`src/core/tag_sec_pkg.sv`:
```
// constants, types and carriers for the tag security command block
`default_nettype none
package tag_sec_pkg;
  // command codes
  localparam logic [7:0] CMD_SET_PWD = 8'hb3;
  localparam logic [7:0] CMD_PROTECT_PAGE = 8'hb6;
  localparam logic [7:0] CMD_LOCK_PAGE = 8'hb7;
  localparam logic [7:0] CMD_KILL = 8'hb9;
  localparam logic [7:0] CMD_PRIVACY = 8'hba;
  // password identifiers
  localparam logic [7:0] PWID_READ = 8'h01;
  localparam logic [7:0] PWID_WRITE = 8'h02;
  localparam logic [7:0] PWID_PRIVACY = 8'h04;
  localparam logic [7:0] PWID_KILL = 8'h08;
  localparam logic [7:0] PWID_EAS = 8'h10;
  // page layout
  localparam logic [7:0] PTR_MAX = 8'h4e;
  localparam logic [6:0] COUNTER_BLOCK = 7'h4f;
  localparam logic [7:0] PROT_MASK = 8'h33;
  localparam int PROT_LOW_READ = 0;
  localparam int PROT_LOW_WRITE = 1;
  localparam int PROT_HIGH_READ = 4;
  localparam int PROT_HIGH_WRITE = 5;
  // error codes
  localparam logic [7:0] ERR_NOT_ADDRESSED = 8'h02;
  localparam logic [7:0] ERR_BAD_ARG = 8'h0f;
  localparam logic [7:0] ERR_NO_ACCESS = 8'h11;
  localparam logic [7:0] ERR_LOCKED = 8'h12;
  // register map, byte addresses
  localparam logic [4:0] REG_PWD_READ = 5'h00;
  localparam logic [4:0] REG_PWD_WRITE = 5'h04;
  localparam logic [4:0] REG_PWD_PRIVACY = 5'h08;
  localparam logic [4:0] REG_PWD_KILL = 5'h0c;
  localparam logic [4:0] REG_PWD_EAS = 5'h10;
  localparam logic [4:0] REG_MODE = 5'h14;
  localparam logic [4:0] REG_STATUS = 5'h18;
  // timing
  localparam int MCLK_PERIOD_NS = 25;
  localparam int WRITE_TIME_NS = 20000;
  localparam int WRITE_DELAY_CYCLES = (WRITE_TIME_NS + MCLK_PERIOD_NS - 1) / MCLK_PERIOD_NS;
  // reset values
  localparam logic [31:0] PWD_RESET = 32'h0000_0000;

  typedef enum logic [2:0] {
    ST_LOAD = 3'b001,
    ST_IDLE = 3'b010,
    ST_WAIT = 3'b100
  } fsm_t;

  typedef struct packed {
    logic valid;
    logic [7:0] code;
    logic addressed;
    logic [7:0] arg0;
    logic [7:0] arg1;
    logic [31:0] pwd;
  } cmd_req_t;

  typedef struct packed {
    logic valid;
    logic error;
    logic [7:0] err_code;
  } rsp_t;

  typedef struct packed {
    logic [7:0] pointer;
    logic [7:0] prot;
    logic locked;
    logic killed;
    logic mode64;
  } nv_image_t;
endpackage : tag_sec_pkg
`default_nettype wire

```
`src/core/page_protect_and_privacy_cmds.sv`:
```
// page protection, lock, kill and privacy command handling of the tag
//
// Function
// command B6h stores page split pointer and both pages' access bits
// blocks below pointer are low page; pointer block starts high page
// pointer zero puts blocks 0 to 78 all in the high page
// pointer accepted only 0x00..0x4E; counter block 79 never page protected
// pointer or access bits change only with read and write passwords verified
// no change to pointer or access bits once locked
// request carries 8-bit pointer then 8-bit status byte after optional UID
// status b1 low page read protect, b2 low page write protect
// b5 high read, b6 high write; b3, b4, b7, b8 stored as zero
// 32-bit mode: 01 read pw both, 10 write pw writes, 11 read/both
// 64-bit mode: any protected access needs read and write passwords
// all four commands answer after the write delay
// failure answers flags, error code, CRC; success flags and CRC only
// stored pointer and access bits readable for extended info command
// command B7h permanently locks page settings given both passwords
// lock request pointer differing from stored one gets error, no lock
// B9h with correct kill password disables the tag for ever
// kill only when addressed or selected, otherwise rejected
// password field equals password xor {rn, rn} of last random number
// BAh with correct privacy password enters quiet mode
// privacy password via set password leaves quiet mode
// password ids: 01 read, 02 write, 04 privacy, 08 kill, 10 EAS/AFI
// after a wrong password all commands ignored until power-on reset
// 64-bit mode needs both passwords for protected page access
// each block access picks page by pointer, then applies page bits
//
// Our own choices: the plain strobed port and the register offsets.
`default_nettype none
module page_protect_and_privacy_cmds
  import tag_sec_pkg::*;
#(
  parameter int WRITE_DELAY_CYC = WRITE_DELAY_CYCLES
) (
  // clock and reset
  input wire logic MCLK,
  input wire logic RESET_N,
  // decoded command from the frame layer
  input wire cmd_req_t CMD,
  input wire logic RN_VALID,
  input wire logic [15:0] RN_VALUE,
  // reply towards the frame layer
  output rsp_t RSP,
  // block access check
  input wire logic ACC_REQ,
  input wire logic [6:0] ACC_BLOCK,
  input wire logic ACC_WRITE,
  output logic ACC_GRANT,
  // tag state
  output logic TAG_ENABLE,
  output logic PRIVACY,
  // nonvolatile image
  input wire nv_image_t NV_LOAD,
  output nv_image_t NV_IMAGE,
  output logic NV_STORE,
  // register port
  input wire logic [4:0] REG_ADDR,
  input wire logic [31:0] REG_WDATA,
  input wire logic REG_WE,
  input wire logic REG_RE,
  output logic [31:0] REG_RDATA
);

  initial begin
    if (WRITE_DELAY_CYC < 1 || WRITE_DELAY_CYC > 65535) begin
      $error("WRITE_DELAY_CYC out of range");
    end
    // pointer range must stop short of the counter block
    if (PTR_MAX >= {1'b0, COUNTER_BLOCK}) begin
      $error("PTR_MAX overlaps the counter block");
    end
  end

  localparam logic [15:0] DELAY_LAST = 16'(WRITE_DELAY_CYC - 1);

  typedef struct packed {
    fsm_t fsm;
    logic [15:0] cnt;
    logic pend_error;
    logic [7:0] pend_code;
    logic pend_reply;
    rsp_t rsp;
    nv_image_t nv;
    logic nv_store;
    logic [15:0] rn;
    logic rn_ok;
    logic read_ok;
    logic write_ok;
    logic eas_ok;
    logic privacy;
    logic muted;
    logic acc_grant;
    logic [31:0] pwd_read;
    logic [31:0] pwd_write;
    logic [31:0] pwd_privacy;
    logic [31:0] pwd_kill;
    logic [31:0] pwd_eas;
    logic [31:0] rdata;
  } state_t;

  state_t s_q;
  state_t s_d;
  logic [1:0] rst_sync_q;
  logic rst_n;

  // release reset through two flops, assertion stays asynchronous
  always_ff @(posedge MCLK or negedge RESET_N) begin
    if (!RESET_N) begin
      rst_sync_q <= 2'b00;
    end else begin
      rst_sync_q <= {rst_sync_q[0], 1'b1};
    end
  end
  assign rst_n = rst_sync_q[1];

  function automatic logic [31:0] expected_pwd(input logic [31:0] pw, input logic [15:0] rn);
    expected_pwd = pw ^ {rn, rn};
  endfunction : expected_pwd

  // known password identifiers; anything else is a bad argument
  function automatic logic pwid_known(input logic [7:0] id);
    unique case (id)
      PWID_READ,
      PWID_WRITE,
      PWID_PRIVACY,
      PWID_KILL,
      PWID_EAS: pwid_known = 1'b1;
      default: pwid_known = 1'b0;
    endcase
  endfunction : pwid_known

  // grant for one page given its write/read bit pair
  function automatic logic page_grant(input logic wbit, input logic rbit, input logic is_wr,
                                      input logic m64, input logic rok, input logic wok);
    logic both;
    both = rok & wok;
    page_grant = 1'b1;
    if (m64) begin
      if (is_wr && (wbit || rbit)) begin
        page_grant = both;
      end else if (!is_wr && rbit) begin
        page_grant = both;
      end
    end else begin
      unique case ({wbit, rbit})
        2'b01: page_grant = rok;
        2'b10: page_grant = is_wr ? wok : 1'b1;
        2'b11: page_grant = is_wr ? both : rok;
        default: page_grant = 1'b1;
      endcase
    end
  endfunction : page_grant

  always_comb begin
    logic high_page;
    logic [31:0] pw_sel;
    logic pw_known;
    logic pw_match;
    logic both_ok;
    high_page = 1'b0;
    pw_sel = PWD_RESET;
    pw_known = 1'b1;
    pw_match = 1'b0;
    both_ok = s_q.read_ok & s_q.write_ok;
    s_d = s_q;
    s_d.rsp = '0;
    s_d.nv_store = 1'b0;

    // random number from the request handler; only the latest counts
    if (RN_VALID && !s_q.nv.killed && !s_q.muted) begin
      s_d.rn = RN_VALUE;
      s_d.rn_ok = 1'b1;
    end

    // block access check, answered one cycle after the request
    // pointer 0 makes every block >= 0 high page, so no special case needed
    high_page = {1'b0, ACC_BLOCK} >= s_q.nv.pointer;
    if (!ACC_REQ || s_q.nv.killed || s_q.muted) begin
      s_d.acc_grant = 1'b0;
    end else if (ACC_BLOCK == COUNTER_BLOCK) begin
      s_d.acc_grant = 1'b1;
    end else if (high_page) begin
      s_d.acc_grant = page_grant(s_q.nv.prot[PROT_HIGH_WRITE], s_q.nv.prot[PROT_HIGH_READ],
                                 ACC_WRITE, s_q.nv.mode64, s_q.read_ok, s_q.write_ok);
    end else begin
      s_d.acc_grant = page_grant(s_q.nv.prot[PROT_LOW_WRITE], s_q.nv.prot[PROT_LOW_READ],
                                 ACC_WRITE, s_q.nv.mode64, s_q.read_ok, s_q.write_ok);
    end

    // register port; passwords are write-only so they never leak
    s_d.rdata = '0;
    if (REG_WE) begin
      unique case (REG_ADDR)
        REG_PWD_READ: s_d.pwd_read = REG_WDATA;
        REG_PWD_WRITE: s_d.pwd_write = REG_WDATA;
        REG_PWD_PRIVACY: s_d.pwd_privacy = REG_WDATA;
        REG_PWD_KILL: s_d.pwd_kill = REG_WDATA;
        REG_PWD_EAS: s_d.pwd_eas = REG_WDATA;
        REG_MODE: begin
          // one-way switch: 64-bit mode cannot be left
          if (REG_WDATA[0] && !s_q.nv.mode64) begin
            s_d.nv.mode64 = 1'b1;
            s_d.nv_store = 1'b1;
          end
        end
        default: ;
      endcase
    end
    if (REG_RE) begin
      unique case (REG_ADDR)
        REG_MODE: s_d.rdata = {31'h0000_0000, s_q.nv.mode64};
        REG_STATUS: s_d.rdata = {7'h00,
                                 s_q.rn_ok, s_q.eas_ok,
                                 s_q.write_ok, s_q.read_ok,
                                 s_q.muted, s_q.privacy,
                                 s_q.nv.mode64, s_q.nv.killed, s_q.nv.locked,
                                 s_q.nv.prot,
                                 s_q.nv.pointer};
        default: s_d.rdata = '0;
      endcase
    end

    // password selection for set password
    unique case (CMD.arg0)
      PWID_READ: pw_sel = s_q.pwd_read;
      PWID_WRITE: pw_sel = s_q.pwd_write;
      PWID_PRIVACY: pw_sel = s_q.pwd_privacy;
      PWID_KILL: pw_sel = s_q.pwd_kill;
      PWID_EAS: pw_sel = s_q.pwd_eas;
      default: pw_sel = PWD_RESET;
    endcase
    pw_known = pwid_known(CMD.arg0);

    unique case (s_q.fsm)
      ST_LOAD: begin
        // nonvolatile settings captured once after reset release
        s_d.nv = NV_LOAD;
        s_d.fsm = ST_IDLE;
      end
      ST_IDLE: begin
        s_d.pend_error = 1'b0;
        s_d.pend_code = '0;
        s_d.pend_reply = 1'b0;
        // killed or muted tags take no new commands; quiet mode only hears set password
        if (CMD.valid && !s_q.nv.killed && !s_q.muted
            && (!s_q.privacy || CMD.code == CMD_SET_PWD)) begin
          unique case (CMD.code)
            CMD_SET_PWD: begin
              pw_match = s_q.rn_ok && pw_known && CMD.pwd == expected_pwd(pw_sel, s_q.rn);
              if (!CMD.addressed && CMD.arg0 != PWID_PRIVACY) begin
                s_d.pend_reply = 1'b1;
                s_d.pend_error = 1'b1;
                s_d.pend_code = ERR_NOT_ADDRESSED;
              end else if (!pw_known) begin
                s_d.pend_reply = 1'b1;
                s_d.pend_error = 1'b1;
                s_d.pend_code = ERR_BAD_ARG;
              end else if (!pw_match) begin
                s_d.muted = 1'b1;
              end else begin
                s_d.pend_reply = 1'b1;
                // verified flags live until power-on reset only
                if (CMD.arg0 == PWID_READ) begin
                  s_d.read_ok = 1'b1;
                end
                if (CMD.arg0 == PWID_WRITE) begin
                  s_d.write_ok = 1'b1;
                end
                if (CMD.arg0 == PWID_EAS) begin
                  s_d.eas_ok = 1'b1;
                end
                if (CMD.arg0 == PWID_PRIVACY) begin
                  s_d.privacy = 1'b0;
                end
              end
            end
            CMD_PROTECT_PAGE: begin
              s_d.pend_reply = 1'b1;
              if (!both_ok) begin
                s_d.pend_error = 1'b1;
                s_d.pend_code = ERR_NO_ACCESS;
              end else if (s_q.nv.locked) begin
                s_d.pend_error = 1'b1;
                s_d.pend_code = ERR_LOCKED;
              end else if (CMD.arg0 > PTR_MAX) begin
                s_d.pend_error = 1'b1;
                s_d.pend_code = ERR_BAD_ARG;
              end else begin
                s_d.nv.pointer = CMD.arg0;
                s_d.nv.prot = CMD.arg1 & PROT_MASK;
                s_d.nv_store = 1'b1;
              end
            end
            CMD_LOCK_PAGE: begin
              s_d.pend_reply = 1'b1;
              if (!both_ok) begin
                s_d.pend_error = 1'b1;
                s_d.pend_code = ERR_NO_ACCESS;
              end else if (CMD.arg0 != s_q.nv.pointer) begin
                s_d.pend_error = 1'b1;
                s_d.pend_code = ERR_BAD_ARG;
              end else begin
                s_d.nv.locked = 1'b1;
                s_d.nv_store = 1'b1;
              end
            end
            CMD_KILL: begin
              if (!CMD.addressed) begin
                s_d.pend_reply = 1'b1;
                s_d.pend_error = 1'b1;
                s_d.pend_code = ERR_NOT_ADDRESSED;
              end else if (s_q.rn_ok && CMD.pwd == expected_pwd(s_q.pwd_kill, s_q.rn)) begin
                // this one reply still goes out, nothing after it
                s_d.pend_reply = 1'b1;
                s_d.nv.killed = 1'b1;
                s_d.nv_store = 1'b1;
              end else begin
                s_d.muted = 1'b1;
              end
            end
            CMD_PRIVACY: begin
              if (s_q.rn_ok && CMD.pwd == expected_pwd(s_q.pwd_privacy, s_q.rn)) begin
                s_d.pend_reply = 1'b1;
                s_d.privacy = 1'b1;
              end else begin
                s_d.muted = 1'b1;
              end
            end
            default: ;
          endcase
          if (s_d.pend_reply) begin
            s_d.fsm = ST_WAIT;
            s_d.cnt = DELAY_LAST;
          end
        end
      end
      ST_WAIT: begin
        // the reader waits out the write delay, so requests here are dropped
        if (s_q.cnt == 16'h0000) begin
          s_d.rsp.valid = 1'b1;
          s_d.rsp.error = s_q.pend_error;
          s_d.rsp.err_code = s_q.pend_error ? s_q.pend_code : 8'h00;
          s_d.fsm = ST_IDLE;
        end else begin
          s_d.cnt = s_q.cnt - 16'h0001;
        end
      end
      default: s_d.fsm = ST_IDLE;
    endcase
  end

  always_ff @(posedge MCLK or negedge rst_n) begin
    if (!rst_n) begin
      // power-on reset forgets every verified password and the mute
      s_q <= '{fsm: ST_LOAD,
               pwd_read: PWD_RESET,
               pwd_write: PWD_RESET,
               pwd_privacy: PWD_RESET,
               pwd_kill: PWD_RESET,
               pwd_eas: PWD_RESET,
               default: '0};
    end else begin
      s_q <= s_d;
    end
  end

  assign RSP = s_q.rsp;
  assign ACC_GRANT = s_q.acc_grant;
  assign TAG_ENABLE = !s_q.nv.killed && !s_q.muted && !s_q.privacy && s_q.fsm == ST_IDLE;
  assign PRIVACY = s_q.privacy;
  assign NV_IMAGE = s_q.nv;
  assign NV_STORE = s_q.nv_store;
  assign REG_RDATA = s_q.rdata;

endmodule : page_protect_and_privacy_cmds
`default_nettype wire

```
`config.mk`:
```
export PLATFORM = sky130hd
export DESIGN_NAME = page_protect_and_privacy_cmds
export DESIGN_NICKNAME = d
export VERILOG_FILES = /design/src/core/tag_sec_pkg.sv /design/src/core/page_protect_and_privacy_cmds.sv
export SDC_FILE = /design/constraint.sdc
export NUM_CORES = 1
export LEC_CHECK = 0
export BUFFER_PORTS_ARGS = -buffer_cell sky130_fd_sc_hd__buf_4
export CAP_MARGIN = 10
export CORE_MARGIN = 8
export CORE_UTILIZATION = 50
export CTS_BUF_LIST = sky130_fd_sc_hd__clkbuf_16
export DETAILED_ROUTE_END_ITERATION = 10
export GPL_TIMING_DRIVEN = 0
export HOLD_SLACK_MARGIN = 0.15
export PLACE_DENSITY = 0.72
export SLEW_MARGIN = 25
export SYNTH_ARGS = -nofsm -noshare
export SYNTH_HDL_FRONTEND = slang
export SYNTH_SLANG_ARGS = --single-unit
```
`constraint.sdc`:
```
create_clock -name MCLK -period 10.1 [get_ports MCLK]
set_input_delay 1.515 -clock MCLK [delete_from_list [all_inputs] [get_ports MCLK]]
set_output_delay 1.515 -clock MCLK [all_outputs]
set_load 0.02 [all_outputs]
```
==> summary.md <==
| Metric | Value |
|---|---|
| Status | `finished, final reports clean` |
| Clock Latency Late Sink | `560 ps` |
| Storage cell area | `~0.0065 mm^2` |
| Seq/Total Area, Yosys | `46.3%` |
| Cell Rows | `61` |
| RSZ-0062 raised after global routing | `false` |
| Avg Vias per Cell | `5.78` |
| Gr ovfl total | `0` |
| Antenna viol nets, final | `0` |
| Initial antenna violation count | `1` |
| WL/cell | `22.7 um` |
| DRC errors left | `0` |
| Setup ws final | `5270 ps` |
| Hold WC Path Type | `flop to asynchronous set/reset pin` |
| CTS tree | `yes` |
| Clock-pin slew on the worst setup and hold paths | `60 ps` |
| Metal2 WL | `21200 um` |
| Post-route cell area | `0.0171 mm^2` |
| Synth unique cells | `68` |
| Multi-input combinational cell area | `slightly below 0.007 mm^2` |
| Tightest Pin Transition | `a little over 1000 ps` |
| # fillers | `2345` |
| FF+latch count, synth | `260` |
| Hold_buf cts | `0` |
| RR Endpoint | `s_q[267]$_DFFE_PN0P_` |
| Die area | `roughly 0.034 mm^2` |
| Placement Cell Area | `0.0161 mm^2` |
| Met1 Wirelength | `approximately 18000 um` |
| Top-count cell post-synth | `dfrtp_1` |
| Fmax | `207 MHz` |
| Startpoint type of the worst setup path | `primary input` |
| Final max-slew violation count | `0` |
| First-pass GRT wire length | `66500 um` |
| P_leak | `8.05 nW` |
| Power per cell area | `roughly 160 mW/mm^2` |
| Period minus WS final | `just under 5000 ps` |
| Clk buf depth | `3` |
| 1st-iter DRT viols | `1024` |
| Worst R2R Setup Slack | `about 6800 ps` |
| Clock Skews | `22.6 ps` |
| Area leader, netlist | `dfrtp_1` |
| Tot GR Track Use | `25.5%` |
| Final WL | `approximately 44000 um` |
| RR Startpoint | `s_q[201]$_DFFE_PN0P_` |
| Root Buffer Master | `clkbuf_16` |
| Syn Inst Count | `1286` |
| Met3 WL | `2980 um` |
| Nets | `1674` |
| PortBufs | `190` |
| CTS Sinks | `260` |
| Setup TNS | `0 ps` |
| Synth top area cells | `dfrtp_1 (46%), mux2_2 (14%), xnor2_1 (4.7%)` |
| Final Cycle Share | `47.9%` |
| Yosys top cell area share | `between 40 and 50%` |
| Max Cap Viol | `0` |
| Critical Path End Type | `flop` |
| Pre-CTS setup slack | `4820 ps` |
| CTS resizes | `0` |
| P&R area growth vs syn | `21.4%` |
| Worst VDD drop | `0.127 mV` |
| DP Wirelength | `32600 um` |
| Fin. Hold Viols | `0` |
| Via count of the first global-routing pass | `11200` |
| DR top layer | `met4` |
| Layout cell share with drive strength beyond 1 | `33.2%` |
| Final setup vio count | `0` |
| Gp weighted congestion | `0.940` |
| Via count | `11100` |
| Num ports | `209` |
| Drt pass-1 iters | `7` |
| Largest net degree at the start of global routing | `between 50 and 60` |
| Synthesized area per cell | `10.9 um^2` |
| DIE WIDTH | `184 um` |
| WP data required | `10520 ps` |
| Post-synth EDFFs | `0` |
| Worst Path Arrival | `5250 ps` |
| Die height | `about 180 um` |
| Main synth FF type | `dfrtp_1` |
| Core ar. | `between 0.02 and 0.03 mm^2` |
| Synth warn | `0` |
| Starting Density | `50.7%` |
| Htree depth | `1` |
| Commonest cells in the netlist | `dfrtp_1 (259), mux2_2 (177), nand3_1 (75), xnor2_1 (75), buf_4 (65)` |
| Synthesized area | `0.0140 mm^2` |
| Num CTS Buffers | `29` |
| Worst R2R Path Depth | `10` |
| CP Class | `primary input to flop` |
| Setup bufs post-CTS | `0` |
| CP Max Fanout | `10` |
| Synth async-reset ratio | `100%` |
| Relative slew margins | `32.0%` |
[registers in the layout (all words and copies together) (netlist names)]
| register | cells |
|---|---|
| rst_sync_q | 2 |
| s_q | 205 |
| ACC_GRANT | 1 |
| REG_RDATA | 25 |
| NV_IMAGE | 19 |
| PRIVACY | 1 |
| RSP | 6 |
| NV_STORE | 1 |
[power by group]
group	switching, mW	internal (mW)
sequential	0.103	1.17
combinational	0.185	0.217
clock	0.444	0.601
[critical path, cell delays in order]
cell and delay [ps]:
buf_4 140, nor4b_1 530, buf_2 370, buf_1 560, nand3_1 150, nand4_1 170, xor2_1 310, nand3_1 130
nor4_1 370, nand4_1 360, a21boi_2 300, buf_4 210, a31oi_1 110
[routing by layer]
layer	vias up	global-route usage (%)
met5	-	0
met4	0	10.6
met3	113	4.58
met2	457	42.8
met1	5476	32.1
li1	5062	-
[worst max-delay path by stage]
stage / startpoint / endpoint / slack [ps]
2_1_floorplan: rst_sync_q[1]$_DFF_PN0_ / ACC_GRANT$_DFF_PN0_ / 2320
3_3_place_gp: rst_sync_q[1]$_DFF_PN0_ / REG_RDATA[11]$_DFF_PN0_ / -670
3_5_place_dp: CMD[46] / s_q[267]$_DFFE_PN0P_ / 4820
4_1_cts: CMD[46] / s_q[267]$_DFFE_PN0P_ / 5390
5_1_grt: CMD[46] / s_q[267]$_DFFE_PN0P_ / 5210
6_report: CMD[46] / s_q[267]$_DFFE_PN0P_ / 5270
[logic make-up after synthesis]
group,synth area share [%]
and+or+nand+nor,16.8
adders and majority gates,0.712
buffers and inverters,5.92
AOI/OAI and AO/OA,8.33
muxes,14.2
DFF,46.3
xor gates and xnor gates,7.67
other,0.0535
[cells in the final DEF (no fill, tap or decap), types with 11 or more instances in the layout]
cell type	instances
and3b_1	40
nor4_1	18
dfrtp_1	258
nor3_1	16
clkbuf_16	29
buf_4	255
conb_1	12
xnor2_1	75
buf_1	16
and2_1	36
nor2_1	49
nor2b_1	11
a22o_1	27
o21ai_0	19
a31oi_1	24
a21oi_1	18
xor2_1	48
nand4_1	43
mux2_2	177
buf_2	14
clkbuf_1	33
nand3_1	75
o211ai_1	20
inv_1	24
nand2_1	63
[metrics by stage]
step / hold slack, ps / total power, mW / utilization [%] / std cells
CTS: 312 / 2.73 / 61.6 / 1922
floorplan: 331 / 1.52 / - / 1296
global placement: 338 / 1.67 / 57.7 / 1864
global route: 332 / 2.83 / 61.6 / 1923
detailed placement: 301 / 1.69 / 58.2 / 1869
finish: 297 / 2.72 / 61.6 / 1923
[cell type report]
cell class                      count  area share (%)
Multi-Input combinational cell    886            39.6
Buffer                            129            4.42
Inverter                           21           0.462
Timing Repair Buffer              195            9.13
Clock buffer                       29            4.25
Clock inverter                     24            1.22
Sequential cell                   260            38.2
Tap cell                          378            2.77
Antenna cell                        1          0.0147
Note: power is estimated with default switching activity, not from simulation.
